`src/hw/asl_cfg.svh`:
```
/*
 * Constants of the AUX snoop lane manager: clock rate, timing figures,
 * AUX command and DPCD addresses, field widths and reset values.
 * Assumes it is included by bare name from the package file and from asl_top.
 */
`ifndef ASL_CFG_SVH
`define ASL_CFG_SVH

`define ASL_CLK_HZ          40000000
`define ASL_LANES           4
`define ASL_EQ_W            4
`define ASL_DEBOUNCE_MS     2
`define ASL_CFG_HOLD_US     10
`define ASL_SENSE_W         3
`define ASL_FILL_CYC        4
`define ASL_AUX_NATIVE_WR   4'h8
`define ASL_DPCD_LANE_COUNT 20'h00101
`define ASL_DPCD_POWER      20'h00600
`define ASL_LANE_COUNT_W    5
`define ASL_POWER_W         3
`define ASL_PWR_D0          3'h1
`define ASL_PWR_D3          3'h2
`define ASL_PWR_D3_AUX      3'h5
`define ASL_LANE_COUNT_RST  5'h04

`endif

```
`src/hw/asl_pkg.sv`:
```
/*
 * Types of the AUX snoop lane manager.
 * Assumes asl_cfg.svh is on the include path.
 */
`include "asl_cfg.svh"

package asl_pkg;

	// Resolved level of a four-level pin; the order gives codes 00, 01, 10, 11.
	typedef enum logic [1:0] {
		LVL_0,
		LVL_R,
		LVL_F,
		LVL_1
	} asl_level_t;

	// Position inside a source-to-sink AUX request.
	typedef enum logic [2:0] {
		ST_CMD,
		ST_ADDR_MID,
		ST_ADDR_LO,
		ST_LEN,
		ST_DATA,
		ST_SKIP
	} asl_parse_t;

endpackage

```
`src/hw/asl_debounce.sv`:
```
/*
 * Synchroniser and debouncer for one slow pin.
 * Assumes the pin is asynchronous to clk; the output level changes only
 * after the synchronised input has held a new value for STABLE_CYC cycles.
 */
`timescale 1ns/1ps
`default_nettype none

module asl_debounce
	import asl_pkg::*;
#(
	parameter int STABLE_CYC = 80000,
	parameter int CNT_W      = 17
) (
	input  wire logic clk,
	input  wire logic rst,
	input  wire logic pin,
	output logic      level
);

	logic             s1_q;
	logic             s2_q;
	logic             s3_q;
	logic             level_q;
	logic [CNT_W-1:0] cnt_q;

	always_ff @(posedge clk) begin
		if (rst) begin
			s1_q <= 1'b0;
			s2_q <= 1'b0;
			s3_q <= 1'b0;
		end else begin
			s1_q <= pin;
			s2_q <= s1_q;
			s3_q <= s2_q;
		end
	end

	// A new level is counted only while the last two stages agree.
	always_ff @(posedge clk) begin
		if (rst) begin
			cnt_q   <= '0;
			level_q <= 1'b0;
		end else if (s2_q == s3_q && s3_q != level_q) begin
			if (cnt_q == CNT_W'(STABLE_CYC - 1)) begin
				level_q <= s3_q;
				cnt_q   <= '0;
			end else begin
				cnt_q <= cnt_q + CNT_W'(1);
			end
		end else begin
			cnt_q <= '0;
		end
	end

	assign level = level_q;

endmodule

`default_nettype wire

```
`src/hw/asl_top.sv`:
```
/*
 * Lane and configuration manager of a four-lane linear re-driver.
 * Watches decoded AUX request bytes, latches the four-level strap pins,
 * debounces the path-enable and hot-plug pins and drives lane enables
 * and equalizer settings. Assumes an AUX front end that delivers request
 * bytes on REF_CLK and comparator outputs for each four-level pin.
 */
`timescale 1ns/1ps
`default_nettype none

`include "asl_cfg.svh"

module asl_top
	import asl_pkg::*;
#(
	parameter int DEBOUNCE_CYC = `ASL_DEBOUNCE_MS * (`ASL_CLK_HZ / 1000),
	parameter int DEB_CNT_W    = 17,
	parameter int LANES        = `ASL_LANES
) (
	input  wire logic                                 REF_CLK,
	input  wire logic                                 RST,
	input  wire logic [7:0]                           AUX_BYTE,
	input  wire logic                                 AUX_BYTE_VALID,
	input  wire logic                                 AUX_FRAME,
	input  wire logic                                 AUX_FROM_SOURCE,
	input  wire logic                                 DP_PATH_ENABLE_PIN,
	input  wire logic                                 HOT_PLUG_DETECT_INPUT,
	input  wire logic                                 SNOOP_DISABLE_PIN,
	input  wire logic [`ASL_SENSE_W-1:0]              HOST_SELECT_SENSE,
	input  wire logic [`ASL_SENSE_W-1:0]              TARGET_ADDRESS_PIN_LOW_SENSE,
	input  wire logic [2*`ASL_SENSE_W-1:0]            EQ_GAIN_SELECT_PINS_SENSE,
	input  wire logic                                 REG_SNOOP_DISABLE,
	input  wire logic [LANES-1:0]                     REG_LANE_ENABLE,
	input  wire logic                                 REG_DP_PATH_ENABLE,
	input  wire logic [LANES*`ASL_EQ_W-1:0]           REG_EQ_SEL,
	output logic      [LANES-1:0]                     LANE_ENABLE,
	output logic                                      DP_PATH_ACTIVE,
	output logic                                      HPD_LEVEL,
	output logic                                      I2C_MODE,
	output logic                                      CFG_LATCHED,
	output logic                                      CFG_PULL_ENABLE,
	output logic      [1:0]                           TARGET_ADDR_LEVEL,
	output logic      [LANES*`ASL_EQ_W-1:0]           EQ_SETTING,
	output logic                                      SNOOP_ACTIVE,
	output logic      [`ASL_LANE_COUNT_W-1:0]         LANE_COUNT_CAPTURED,
	output logic      [`ASL_POWER_W-1:0]              POWER_STATE_CAPTURED
);

	// ****************************************************************
	// Constants and helper functions
	// ****************************************************************

	localparam int CFG_HOLD_CYC = `ASL_CFG_HOLD_US * (`ASL_CLK_HZ / 1000000);
	localparam int HOLD_W       = 10;
	localparam int FILL_W       = 2;
	localparam int SENSE_ALL    = 4 * `ASL_SENSE_W;

	// Comparator outputs form a thermometer code; the number of set bits
	// gives the level, so a single flipped comparator picks a neighbour.
	function automatic asl_level_t resolve_level(input logic [`ASL_SENSE_W-1:0] t);
		logic [1:0] ones;
		ones = 2'h0;
		for (int i = 0; i < `ASL_SENSE_W; i++) begin
			ones = ones + {1'b0, t[i]};
		end
		return asl_level_t'(ones);
	endfunction

	// Lanes below the captured count are on; counts above four clamp.
	function automatic logic [LANES-1:0] count_mask(input logic [`ASL_LANE_COUNT_W-1:0] n);
		logic [LANES-1:0] m;
		m = '0;
		for (int i = 0; i < LANES; i++) begin
			m[i] = (`ASL_LANE_COUNT_W'(i) < n);
		end
		return m;
	endfunction

	function automatic logic is_d3(input logic [`ASL_POWER_W-1:0] p);
		return (p == `ASL_PWR_D3) || (p == `ASL_PWR_D3_AUX);
	endfunction

	// ****************************************************************
	// Debounced and synchronised slow pins
	// ****************************************************************

	logic path_pin_lvl;
	logic hpd_lvl;
	logic snoop_pin_lvl;

	asl_debounce #(.STABLE_CYC(DEBOUNCE_CYC), .CNT_W(DEB_CNT_W)) u_deb_path (
		.clk   (REF_CLK),
		.rst   (RST),
		.pin   (DP_PATH_ENABLE_PIN),
		.level (path_pin_lvl)
	);

	asl_debounce #(.STABLE_CYC(DEBOUNCE_CYC), .CNT_W(DEB_CNT_W)) u_deb_hpd (
		.clk   (REF_CLK),
		.rst   (RST),
		.pin   (HOT_PLUG_DETECT_INPUT),
		.level (hpd_lvl)
	);

	// The snoop-disable pin is a strap-like level; it passes the same block
	// with STABLE_CYC of 1, so it is only synchronised, not debounced.
	asl_debounce #(.STABLE_CYC(1), .CNT_W(DEB_CNT_W)) u_sync_snoop (
		.clk   (REF_CLK),
		.rst   (RST),
		.pin   (SNOOP_DISABLE_PIN),
		.level (snoop_pin_lvl)
	);

	// ****************************************************************
	// Four-level pin latch
	// ****************************************************************

	logic [SENSE_ALL-1:0] sense_s1_q;
	logic [SENSE_ALL-1:0] sense_s2_q;
	logic [SENSE_ALL-1:0] sense_s3_q;
	logic [FILL_W-1:0]    fill_q;
	logic                 latched_q;
	logic [HOLD_W-1:0]    hold_q;
	logic                 pull_q;
	asl_level_t           host_sel_q;
	asl_level_t           addr_lvl_q;
	asl_level_t           eq_hi_q;
	asl_level_t           eq_lo_q;
	logic                 gpio_mode;

	always_ff @(posedge REF_CLK) begin
		if (RST) begin
			sense_s1_q <= '0;
			sense_s2_q <= '0;
			sense_s3_q <= '0;
		end else begin
			sense_s1_q <= {HOST_SELECT_SENSE, TARGET_ADDRESS_PIN_LOW_SENSE,
				EQ_GAIN_SELECT_PINS_SENSE};
			sense_s2_q <= sense_s1_q;
			sense_s3_q <= sense_s2_q;
		end
	end

	// The pins are caught once the synchroniser has filled and its last two
	// stages agree, which stands for the rising edge of the internal reset.
	always_ff @(posedge REF_CLK) begin
		if (RST) begin
			fill_q     <= '0;
			latched_q  <= 1'b0;
			host_sel_q <= LVL_0;
			addr_lvl_q <= LVL_0;
			eq_hi_q    <= LVL_0;
			eq_lo_q    <= LVL_0;
		end else if (!latched_q) begin
			if (fill_q == FILL_W'(`ASL_FILL_CYC - 1) && sense_s2_q == sense_s3_q) begin
				latched_q  <= 1'b1;
				host_sel_q <= resolve_level(sense_s3_q[4*`ASL_SENSE_W-1:3*`ASL_SENSE_W]);
				addr_lvl_q <= resolve_level(sense_s3_q[3*`ASL_SENSE_W-1:2*`ASL_SENSE_W]);
				eq_hi_q    <= resolve_level(sense_s3_q[2*`ASL_SENSE_W-1:`ASL_SENSE_W]);
				eq_lo_q    <= resolve_level(sense_s3_q[`ASL_SENSE_W-1:0]);
			end else begin
				fill_q <= fill_q + FILL_W'(1);
			end
		end
	end

	// Pulls stay on until the hold time after the latch has run out.
	always_ff @(posedge REF_CLK) begin
		if (RST) begin
			hold_q <= '0;
			pull_q <= 1'b1;
		end else if (latched_q && pull_q) begin
			if (hold_q == HOLD_W'(CFG_HOLD_CYC - 1)) begin
				pull_q <= 1'b0;
			end else begin
				hold_q <= hold_q + HOLD_W'(1);
			end
		end
	end

	assign gpio_mode = (host_sel_q == LVL_0);

	// ****************************************************************
	// AUX request parser
	// ****************************************************************

	asl_parse_t             st_q;
	logic [19:0]            addr_q;
	logic                   is_wr_q;
	logic                   frame_q;
	logic                   pend_cnt_v_q;
	logic                   pend_pwr_v_q;
	logic [7:0]             pend_cnt_q;
	logic [7:0]             pend_pwr_q;
	logic                   take;
	logic                   frame_end;

	// Only source-to-sink request bytes are looked at; nothing is driven
	// back onto the channel.
	assign take      = AUX_BYTE_VALID && AUX_FRAME && AUX_FROM_SOURCE;
	assign frame_end = frame_q && !AUX_FRAME;

	always_ff @(posedge REF_CLK) begin
		if (RST) begin
			frame_q <= 1'b0;
		end else begin
			frame_q <= AUX_FRAME && AUX_FROM_SOURCE;
		end
	end

	always_ff @(posedge REF_CLK) begin
		if (RST || !AUX_FRAME) begin
			st_q    <= ST_CMD;
			addr_q  <= '0;
			is_wr_q <= 1'b0;
		end else if (take) begin
			unique case (st_q)
				ST_CMD: begin
					is_wr_q     <= (AUX_BYTE[7:4] == `ASL_AUX_NATIVE_WR);
					addr_q[19:16] <= AUX_BYTE[3:0];
					st_q        <= ST_ADDR_MID;
				end
				ST_ADDR_MID: begin
					addr_q[15:8] <= AUX_BYTE;
					st_q         <= ST_ADDR_LO;
				end
				ST_ADDR_LO: begin
					addr_q[7:0] <= AUX_BYTE;
					st_q        <= ST_LEN;
				end
				ST_LEN:  st_q <= is_wr_q ? ST_DATA : ST_SKIP;
				ST_DATA: addr_q <= addr_q + 20'h00001;
				ST_SKIP: st_q <= ST_SKIP;
			endcase
		end
	end

	// Data bytes of a burst are matched against each address in turn and
	// held as pending until the request frame ends.
	always_ff @(posedge REF_CLK) begin
		if (RST || frame_end) begin
			pend_cnt_v_q <= 1'b0;
			pend_pwr_v_q <= 1'b0;
			pend_cnt_q   <= '0;
			pend_pwr_q   <= '0;
		end else if (take && st_q == ST_DATA) begin
			if (addr_q == `ASL_DPCD_LANE_COUNT) begin
				pend_cnt_v_q <= 1'b1;
				pend_cnt_q   <= AUX_BYTE;
			end
			if (addr_q == `ASL_DPCD_POWER) begin
				pend_pwr_v_q <= 1'b1;
				pend_pwr_q   <= AUX_BYTE;
			end
		end
	end

	logic [`ASL_LANE_COUNT_W-1:0] lane_cnt_q;
	logic [`ASL_POWER_W-1:0]      pwr_q;

	always_ff @(posedge REF_CLK) begin
		if (RST) begin
			lane_cnt_q <= `ASL_LANE_COUNT_RST;
			pwr_q      <= `ASL_PWR_D0;
		end else if (frame_end) begin
			if (pend_cnt_v_q) begin
				lane_cnt_q <= pend_cnt_q[`ASL_LANE_COUNT_W-1:0];
			end
			if (pend_pwr_v_q) begin
				pwr_q <= pend_pwr_q[`ASL_POWER_W-1:0];
			end
		end
	end

	// ****************************************************************
	// Lane and equalizer control
	// ****************************************************************

	logic                          snoop_off;
	logic                          path_en;
	logic [LANES-1:0]              lane_d;
	logic [LANES-1:0]              lane_q;
	logic                          path_q;
	logic [LANES*`ASL_EQ_W-1:0]    eq_d;
	logic [LANES*`ASL_EQ_W-1:0]    eq_q;

	// In register mode the snoop bit resets to enabled in the register
	// block, so snooping runs from reset unless software clears it.
	assign snoop_off = gpio_mode ? snoop_pin_lvl : REG_SNOOP_DISABLE;
	assign path_en   = gpio_mode ? path_pin_lvl : REG_DP_PATH_ENABLE;

	always_comb begin
		if (!latched_q || !path_en) begin
			lane_d = '0;
		end else if (snoop_off) begin
			lane_d = gpio_mode ? {LANES{1'b1}} : REG_LANE_ENABLE;
		end else if (is_d3(pwr_q)) begin
			lane_d = '0;
		end else begin
			lane_d = count_mask(lane_cnt_q);
		end
	end

	always_comb begin
		if (gpio_mode) begin
			eq_d = {LANES{eq_hi_q, eq_lo_q}};
		end else begin
			eq_d = REG_EQ_SEL;
		end
	end

	always_ff @(posedge REF_CLK) begin
		if (RST) begin
			lane_q <= '0;
			path_q <= 1'b0;
		end else begin
			lane_q <= lane_d;
			path_q <= latched_q && path_en;
		end
	end

	always_ff @(posedge REF_CLK) begin
		if (RST) begin
			eq_q <= '0;
		end else if (latched_q) begin
			eq_q <= eq_d;
		end
	end

	// ****************************************************************
	// Outputs
	// ****************************************************************

	assign LANE_ENABLE          = lane_q;
	assign DP_PATH_ACTIVE       = path_q;
	assign HPD_LEVEL            = hpd_lvl;
	assign I2C_MODE             = latched_q && !gpio_mode;
	assign CFG_LATCHED          = latched_q;
	assign CFG_PULL_ENABLE      = pull_q;
	assign TARGET_ADDR_LEVEL    = addr_lvl_q;
	assign EQ_SETTING           = eq_q;
	assign SNOOP_ACTIVE         = latched_q && !snoop_off;
	assign LANE_COUNT_CAPTURED  = lane_cnt_q;
	assign POWER_STATE_CAPTURED = pwr_q;

endmodule

`default_nettype wire

```
`config.mk`:
```
export PLATFORM = sky130hd
export DESIGN_NAME = asl_top
export DESIGN_NICKNAME = d
export VERILOG_FILES = /design/src/hw/asl_pkg.sv /design/src/hw/asl_debounce.sv /design/src/hw/asl_top.sv
export VERILOG_INCLUDE_DIRS = /design/src /design/src/hw
export SDC_FILE = /design/constraint.sdc
export NUM_CORES = 1
export LEC_CHECK = 0
export BUFFER_PORTS_ARGS = -buffer_cell sky130_fd_sc_hd__buf_2
export CAP_MARGIN = 20
export CORE_MARGIN = 3
export CORE_UTILIZATION = 50
export DETAILED_ROUTE_END_ITERATION = 7
export MAX_ROUTING_LAYER = met4
export PLACE_DENSITY = 0.75
export SYNTH_ARGS = -nofsm -noshare
export SYNTH_HDL_FRONTEND = slang
export SYNTH_SLANG_ARGS = --single-unit
```
`constraint.sdc`:
```
create_clock -name REF_CLK -period 2.6 [get_ports REF_CLK]
set_clock_uncertainty 0.05 [all_clocks]
set_input_delay 0.52 -clock REF_CLK [delete_from_list [all_inputs] [get_ports REF_CLK]]
set_output_delay 0.52 -clock REF_CLK [all_outputs]
set_load 0.1 [all_outputs]
```
==> flow_metrics.py, run 1 <==
metrics = {
    "run": {
        "maxCapViolations": 0,
    },
    "route": {
        "drt_pre_antenna_iters": 5,
        "drcViolationCount": 0,
        "wl_per_cell_um": 14.0,
        "routed-via-count": 6348,
        "drt_wl_total_um": 16400,
        "vias_per_cell": 5.39,
        "drt_iter0_drc": 414,
        "final_antenna_net_count": 0,
    },
    "critical_path": {
        "ff2ff_setup_slack_ns": 0.48,
        "critPathLaunch": "host_sel_q[0]",
        "r2r_end": "addr_q[6]",
        "path_class": "reg -> out",
        "max_stage_delay_ns": 0.36,
        "worstReg2RegStart": "st_q[1]",
        "start_kind": "register",
        "arrival_ns": 1.87,
        "path_delay_family": "simple AND/OR/NAND/NOR gates",
        "cp.required_ns": 2.03,
        "crit_slowest_cell": "or2_1",
        "endpoint": "SNOOP_ACTIVE",
        "ff2ff_path_depth": 5,
        "worstSetupEndpointType": "output pin",
        "crit_fanout": 9,
        "path_buf_inv": 1,
        "crit_chain": "or2_1, nand2_1, a21boi_1, and2_2, buf_12",
        "cp.depth": 5,
    },
    "clocking": {
        "htreeDepth": 4,
        "root_buffer": "clkbuf_16",
        "cts_num_sinks": 185,
        "cts_tree": "built",
        "cts-resized-gates": 0,
        "cts_setup_buffers": 0,
        "holdBufCountCts": 0,
        "clk_pin_slew_ns": 0.06,
        "cts.path.max_buffers": 2,
        "numCtsBuffers": 17,
        "insertion_delay_ns": 0.43,
    },
    "global_routing": {
        "grt_pass1_vias": 5775,
        "grt-ovfl-total": 0,
        "grt_pass1_wl_um": 27400,
        "grt_max_degree": 48,
        "track_usage": 0.193,
        "antenna_found_initial": 0,
    },
    "sta": {
        "whs_ns": 0.246,
        "finalCritPeriodShare": 0.939,
        "finalCriticalPeriod_ns": 2.44,
        "maxSlewHeadroom": 0.410,
        "rsz0062_at_grt": "no",
        "max_freq_mhz": 410,
        "setup-violations-final": 0,
        "tightest_slew_ns": 0.884,
        "hold_viol": 0,
        "drv_slew": 0,
        "final.setup.tns_ns": 0,
    },
    "power_and_ir_drop": {
        "p_leak_nw": 3.28,
        "p_sw_frac": 0.218,
        "clock_power_share": 0.454,
        "power.sequential.fraction": 0.506,
        "total_power_w": 0.00572,
        "ir_drop_mv": 0.499,
        "pwr-share-comb": 0.040,
        "p_sw_w": 0.00125,
        "p_int_w": 0.00448,
        "p_per_area_nw_per_um2": 630,
    },
    "yosys": {
        "syn_area_sq_um": 7880,
        "synthArstFlopShare": 0,
        "syn_avg_cell_area_sq_um": 8.97,
        "synth.net_count": 941,
        "ys_types": 64,
        "yosys_most_used_dff": "dfxtp_1",
        "synth_area_leaders": "dfxtp_1 47%, nor2_1 6.1%, nor2b_1 4.0%",
        "synth_warnings": 0,
        "synth_top_area_share": 0.470,
        "synth_edf_count": 0,
        "ys_ff_latch": 185,
        "syn_inst": 878,
        "yosys.area.top_type": "dfxtp_1",
        "seq_area_frac_synth": 0.470,
    },
    "floorplan": {
        "die_y_um": 132,
        "rows": 45,
        "floorplan.die.width_um": 132,
        "start_util": 0.514,
        "die_area_sq_um": 17300,
        "num_io_pins": 86,
        "fp.coreArea_sq_um": 15300,
    },
    "layout": {
        "area_delta_synth_final_pct": 15.3,
        "postLayoutCoreUtil": 0.593,
        "drive_gt1_frac": 0.150,
        "fin_cells": 1177,
        "nets": 1016,
        "layout_commonest_cell": "dfxtp_1",
        "layout_common_cells": "184 x dfxtp_1, 127 x nor2_1, 83 x buf_2",
        "n_antenna_cell": 0,
    },
    "worst_hold_path": {
        "hold_class": "in -> reg",
    },
    "run_status": {
        "status": "finished clean",
    },
    "placement": {
        "dp_hpwl_um": 11300,
        "io_buffers": 85,
        "place_inst": 1145,
        "place_congestion": 0.943,
    },
}
-- layout make-up --
class / instances / area, sq um
Clock buffer: 22 / 484
Clock inverter: 10 / 118
Fill cell: 1373 / 6230
Inverter: 11 / 41.3
Multi-Input combinational cell: 642 / 3950
Sequential cell: 185 / 3700
Tap cell: 211 / 264
Timing Repair Buffer: 96 / 526
-- flip-flops by register name, indices dropped and copies added (netlist names), 2 cells and up --
name                  cells
EQ_SETTING               16
LANE_COUNT_CAPTURED       5
LANE_ENABLE               4
POWER_STATE_CAPTURED      3
TARGET_ADDR_LEVEL         2
addr_q                   20
eq_hi_q                   2
eq_lo_q                   2
fill_q                    2
hold_q                   10
host_sel_q                2
pend_cnt_q                5
pend_pwr_q                3
sense_s1_q               12
sense_s2_q               12
sense_s3_q               12
st_q                      3
u_deb_hpd.cnt_q          17
u_deb_path.cnt_q         17
u_sync_snoop.cnt_q       17
-- kinds of logic (layout without fill, tap and decap cells) --
kind of cell,after synthesis,count (layout),share of synthesized area
and+or+nand+nor,399,399,0.266
muxes,13,13,0.0167
adders and majority gates,13,13,0.0245
AOI/OAI and AO/OA,148,148,0.117
buffers and inverters,51,139,0.0289
xor gates and xnor gates,69,69,0.0767
DFF,185,185,0.470
-- worst min-delay path by stage --
stage / slack, ns / to / from / cells after the start
finish: 0.25 / sense_s1_q[3] / EQ_GAIN_SELECT_PINS_SENSE[3] / 2
global route: 0.25 / sense_s1_q[11] / HOST_SELECT_SENSE[2] / 2
CTS: 0.24 / sense_s1_q[2] / EQ_GAIN_SELECT_PINS_SENSE[2] / 2
detailed placement: 0.37 / sense_s2_q[3] / sense_s1_q[3] / 1
global placement: 0.37 / sense_s2_q[1] / sense_s1_q[1] / 1
floorplan: 0.36 / sense_s2_q[0] / sense_s1_q[0] / 1
-- power by group through the flow --
stage	Sequential [W]	Combinational (W)	Clock, W
final	0.00290	0.000228	0.00260
after CTS	0.00290	0.000230	0.00264
after detailed placement	0.00296	0.000229	0
after floorplan	0.00298	0.000119	0
after global placement	0.00296	0.000226	0
after global routing	0.00290	0.000250	0.00277
-- metrics by stage --
step | setup slack [ns] | area [sq um]
finish | 0.159 | 9080
global route | 0.0811 | 9080
floorplan | 0.252 | 7880
detailed placement | 0.500 | 8480
global placement | 0.532 | 8480
CTS | 0.147 | 9080
-- worst reg2reg max path, stage by stage (launching register included) --
cell and delay (ns):
dfxtp_1 0.59, or3b_1 0.77, nand2_1 0.21, nand2_1 0.11, a21oi_1 0.08, a211oi_1 0.23
-- per-layer routing --
metal,wire length (um),part of all wire,track usage
met1,7820,0.48,0.255
met5,0,0,-
met4,263,0.016,0.0642
met3,811,0.049,0.0379
met2,7540,0.46,0.300
-- cell usage after synthesis, types with 5 or more instances --
| cell type | count |
|---|---|
| ha_1 | 9 |
| nor4_1 | 10 |
| nor2b_1 | 50 |
| nor3_1 | 10 |
| mux2i_1 | 12 |
| inv_1 | 11 |
| xor2_1 | 35 |
| nand3_1 | 40 |
| a211oi_1 | 22 |
| o21ai_1 | 10 |
| a21oi_1 | 56 |
| and3_1 | 17 |
| clkbuf_1 | 23 |
| and4_1 | 9 |
| nand4_1 | 23 |
| a31oi_1 | 6 |
| buf_1 | 5 |
| nor2_1 | 127 |
| buf_2 | 8 |
| nand3b_1 | 12 |
| dfxtp_1 | 185 |
| xnor2_1 | 34 |
| and2_1 | 14 |
| nand2_1 | 57 |
| o21ai_0 | 22 |
(Power assumes the default switching activity.)
==> inputs of run 2 (changes only) <==
--- a/config.mk
+++ b/config.mk
@@ -6,13 +6,14 @@
 export SDC_FILE = /design/constraint.sdc
 export NUM_CORES = 1
 export LEC_CHECK = 0
+export ABC_AREA = 1
 export BUFFER_PORTS_ARGS = -buffer_cell sky130_fd_sc_hd__buf_2
 export CAP_MARGIN = 20
 export CORE_MARGIN = 3
 export CORE_UTILIZATION = 50
 export DETAILED_ROUTE_END_ITERATION = 7
 export MAX_ROUTING_LAYER = met4
-export PLACE_DENSITY = 0.75
+export PLACE_DENSITY = 0.74
 export SYNTH_ARGS = -nofsm -noshare
 export SYNTH_HDL_FRONTEND = slang
 export SYNTH_SLANG_ARGS = --single-unit
==> run 2 against run 1 <==
Sequential power about the same; largest cell class unchanged; sequential share of layout area down 2.3 points; clock power shrank 4%.
==> flow_metrics.py, run 2 <==
metrics = {
    "placement": {
        "post-place-ws_ns": 0.492,
        "dp_hpwl_um": 13300,
        "place_congestion": 0.879,
        "io_buffers": 85,
    },
    "floorplan": {
        "fp.coreArea_sq_um": 16200,
        "die_y_um": 136,
        "floorplan.die.width_um": 136,
        "die_area_sq_um": 18400,
        "rows": 46,
        "start_util": 0.521,
        "num_io_pins": 86,
    },
    "clocking": {
        "root_buffer": "clkbuf_16",
        "numCtsBuffers": 17,
        "htreeDepth": 4,
        "cts_setup_buffers": 0,
        "holdBufCountCts": 0,
        "cts_num_sinks": 185,
        "insertion_delay_ns": 0.43,
        "clk_pin_slew_ns": 0.07,
        "cts-resized-gates": 0,
        "cts_tree": "built",
        "cts.path.max_buffers": 2,
    },
    "sta": {
        "hold_viol": 0,
        "finalCritPeriodShare": 0.905,
        "final.setup.tns_ns": 0,
        "drv_slew": 0,
        "setup-violations-final": 0,
        "maxSlewHeadroom": 0.587,
        "rsz0062_at_grt": "no",
        "tightest_slew_ns": 0.619,
        "finalCriticalPeriod_ns": 2.35,
        "fin_ws_ns": 0.246,
        "max_freq_mhz": 425,
    },
    "run_status": {
        "status": "finished clean",
    },
    "route": {
        "drcViolationCount": 0,
        "drt_iter0_drc": 420,
        "routed-via-count": 7423,
        "wl_per_cell_um": 12.1,
        "drt_pre_antenna_iters": 5,
        "vias_per_cell": 4.95,
        "drt_wl_total_um": 18200,
        "final_antenna_net_count": 0,
    },
    "global_routing": {
        "grt_pass1_vias": 6847,
        "grt_pass1_wl_um": 30900,
        "antenna_found_initial": 0,
        "grt-ovfl-total": 0,
        "track_usage": 0.210,
        "grt_max_degree": 50,
    },
    "yosys": {
        "yosys.area.top_type": "dfxtp_1",
        "seq_area_frac_synth": 0.439,
        "synth.net_count": 1249,
        "synth_top_area_share": 0.439,
        "synthArstFlopShare": 0,
        "syn_inst": 1186,
        "synth_edf_count": 0,
        "yosys_most_used_dff": "dfxtp_1",
        "synth_area_leaders": "dfxtp_1 44%, nand2_1 11%, inv_1 8.5%",
        "synth_warnings": 0,
        "yosysMostFrequentCell": "nand2_1",
        "ys_ff_latch": 185,
        "synthTopCellsByCount": "236 x nand2_1, 191 x inv_1, 185 x dfxtp_1",
        "syn_avg_cell_area_sq_um": 7.11,
        "syn_area_sq_um": 8430,
        "ys_types": 43,
    },
    "layout": {
        "area_delta_synth_final_pct": 14.3,
        "n_antenna_cell": 0,
        "drive_gt1_frac": 0.126,
        "nets": 1335,
        "nFillCells": 1496,
        "largest_reg_flops": 20,
        "layout_common_cells": "236 x nand2_1, 191 x inv_1, 185 x dfxtp_1",
        "layout_commonest_cell": "nand2_1",
        "top_register": "addr_q",
    },
    "power_and_ir_drop": {
        "pwr-share-comb": 0.043,
        "power.sequential.fraction": 0.515,
        "p_leak_nw": 4.11,
        "p_int_w": 0.00430,
        "ir_drop_mv": 0.501,
        "p_sw_w": 0.00132,
        "clock_power_share": 0.442,
        "p_per_area_nw_per_um2": 584,
        "p_sw_frac": 0.235,
    },
    "critical_path": {
        "path_delay_family": "simple AND/OR/NAND/NOR gates",
        "arrival_ns": 1.78,
        "crit_chain": "nor2_4, inv_1, nand2_1, nand2_1, nor2_4, clkbuf_4",
        "ff2ff_setup_slack_ns": 0.86,
        "cp.required_ns": 2.03,
        "path_buf_inv": 2,
        "start_kind": "register",
        "worstSetupEndpointType": "output pin",
        "path_class": "reg -> out",
        "crit_fanout": 12,
        "max_stage_delay_ns": 0.33,
        "crit_slowest_cell": "dfxtp_1",
    },
    "worst_hold_path": {
        "hold_class": "in -> reg",
    },
    "run": {
        "maxCapViolations": 0,
    },
}
[run 2: cell count changes after synthesis, moves of 16 or more]
cell      previous run  this run
xor2_1              35         8
inv_1               11       191
nor2_1             127       176
nand2_1             57       236
a211oi_1            22         1
a21oi_1             56        82
o21ai_0             22        63
nor2b_1             50         0
nor3_1              10        30
and3_1              17         1
xnor2_1             34         8
[run 2: cell type report]
class | instances | area (sq um) | area share
repair buffers | 91 | 473 | 0.0491
flip-flops and latches | 185 | 3700 | 0.384
clock inverters | 14 | 143 | 0.0148
multi-input cells | 779 | 3870 | 0.402
well taps | 216 | 270 | 0.0280
inverters | 198 | 743 | 0.0771
clock buffers | 18 | 429 | 0.0445
[run 2: routing by layer]
metal | global-route usage | share of wire | wire (um)
met3 | 0.0455 | 0.050 | 907
met4 | 0.0649 | 0.017 | 316
met5 | - | 0 | 0
met2 | 0.346 | 0.47 | 8510
met1 | 0.259 | 0.47 | 8490
[run 2: stage by stage]
stage | util | area (sq um) | power, W | hold WS, ns | std cells
after global routing | 0.596 | 9640 | 0.00583 | 0.226 | 1501
after global placement | 0.560 | 9060 | 0.00320 | 0.341 | 1469
after detailed placement | 0.560 | 9060 | 0.00320 | 0.346 | 1469
final | 0.596 | 9640 | 0.00563 | 0.242 | 1501
after floorplan | - | 8430 | 0.00312 | 0.338 | 1186
after CTS | 0.595 | 9630 | 0.00568 | 0.226 | 1501
[run 2: final timing paths]
| kind | start | endpoint | depth (start not counted) |
|---|---|---|---|
| max | host_sel_q[0] | SNOOP_ACTIVE | 6 |
| min | EQ_GAIN_SELECT_PINS_SENSE[5] | sense_s1_q[5] | 3 |
| max reg2reg | st_q[0] | addr_q[13] | 8 |
| min reg2reg | u_sync_snoop.s1_q | u_sync_snoop.s2_q | 2 |
[run 2: power by group through the flow]
stage	sequential (W)	combinational, W	clock, W
2_1_floorplan	0.00296	0.000157	0
3_3_place_gp	0.00296	0.000239	0
3_5_place_dp	0.00296	0.000243	0
4_1_cts	0.00290	0.000245	0.00254
5_1_grt	0.00290	0.000280	0.00266
6_report	0.00290	0.000243	0.00249
[run 2: cell families (layout without fill, tap and decap cells)]
family / after synthesis / count (layout) / synth area share
and+or+nand+nor: 568 / 568 / 0.300
buffers and inverters: 222 / 321 / 0.102
DFF: 185 / 185 / 0.439
AOI/OAI and AO/OA: 182 / 182 / 0.119
xor gates and xnor gates: 16 / 16 / 0.0166
adders and majority gates: 13 / 13 / 0.0229
[run 2: worst min-delay path, delay by kind of cell]
family	cells	cell delay [ns]
buf+inv	2	0.10
simple gates	1	0.06
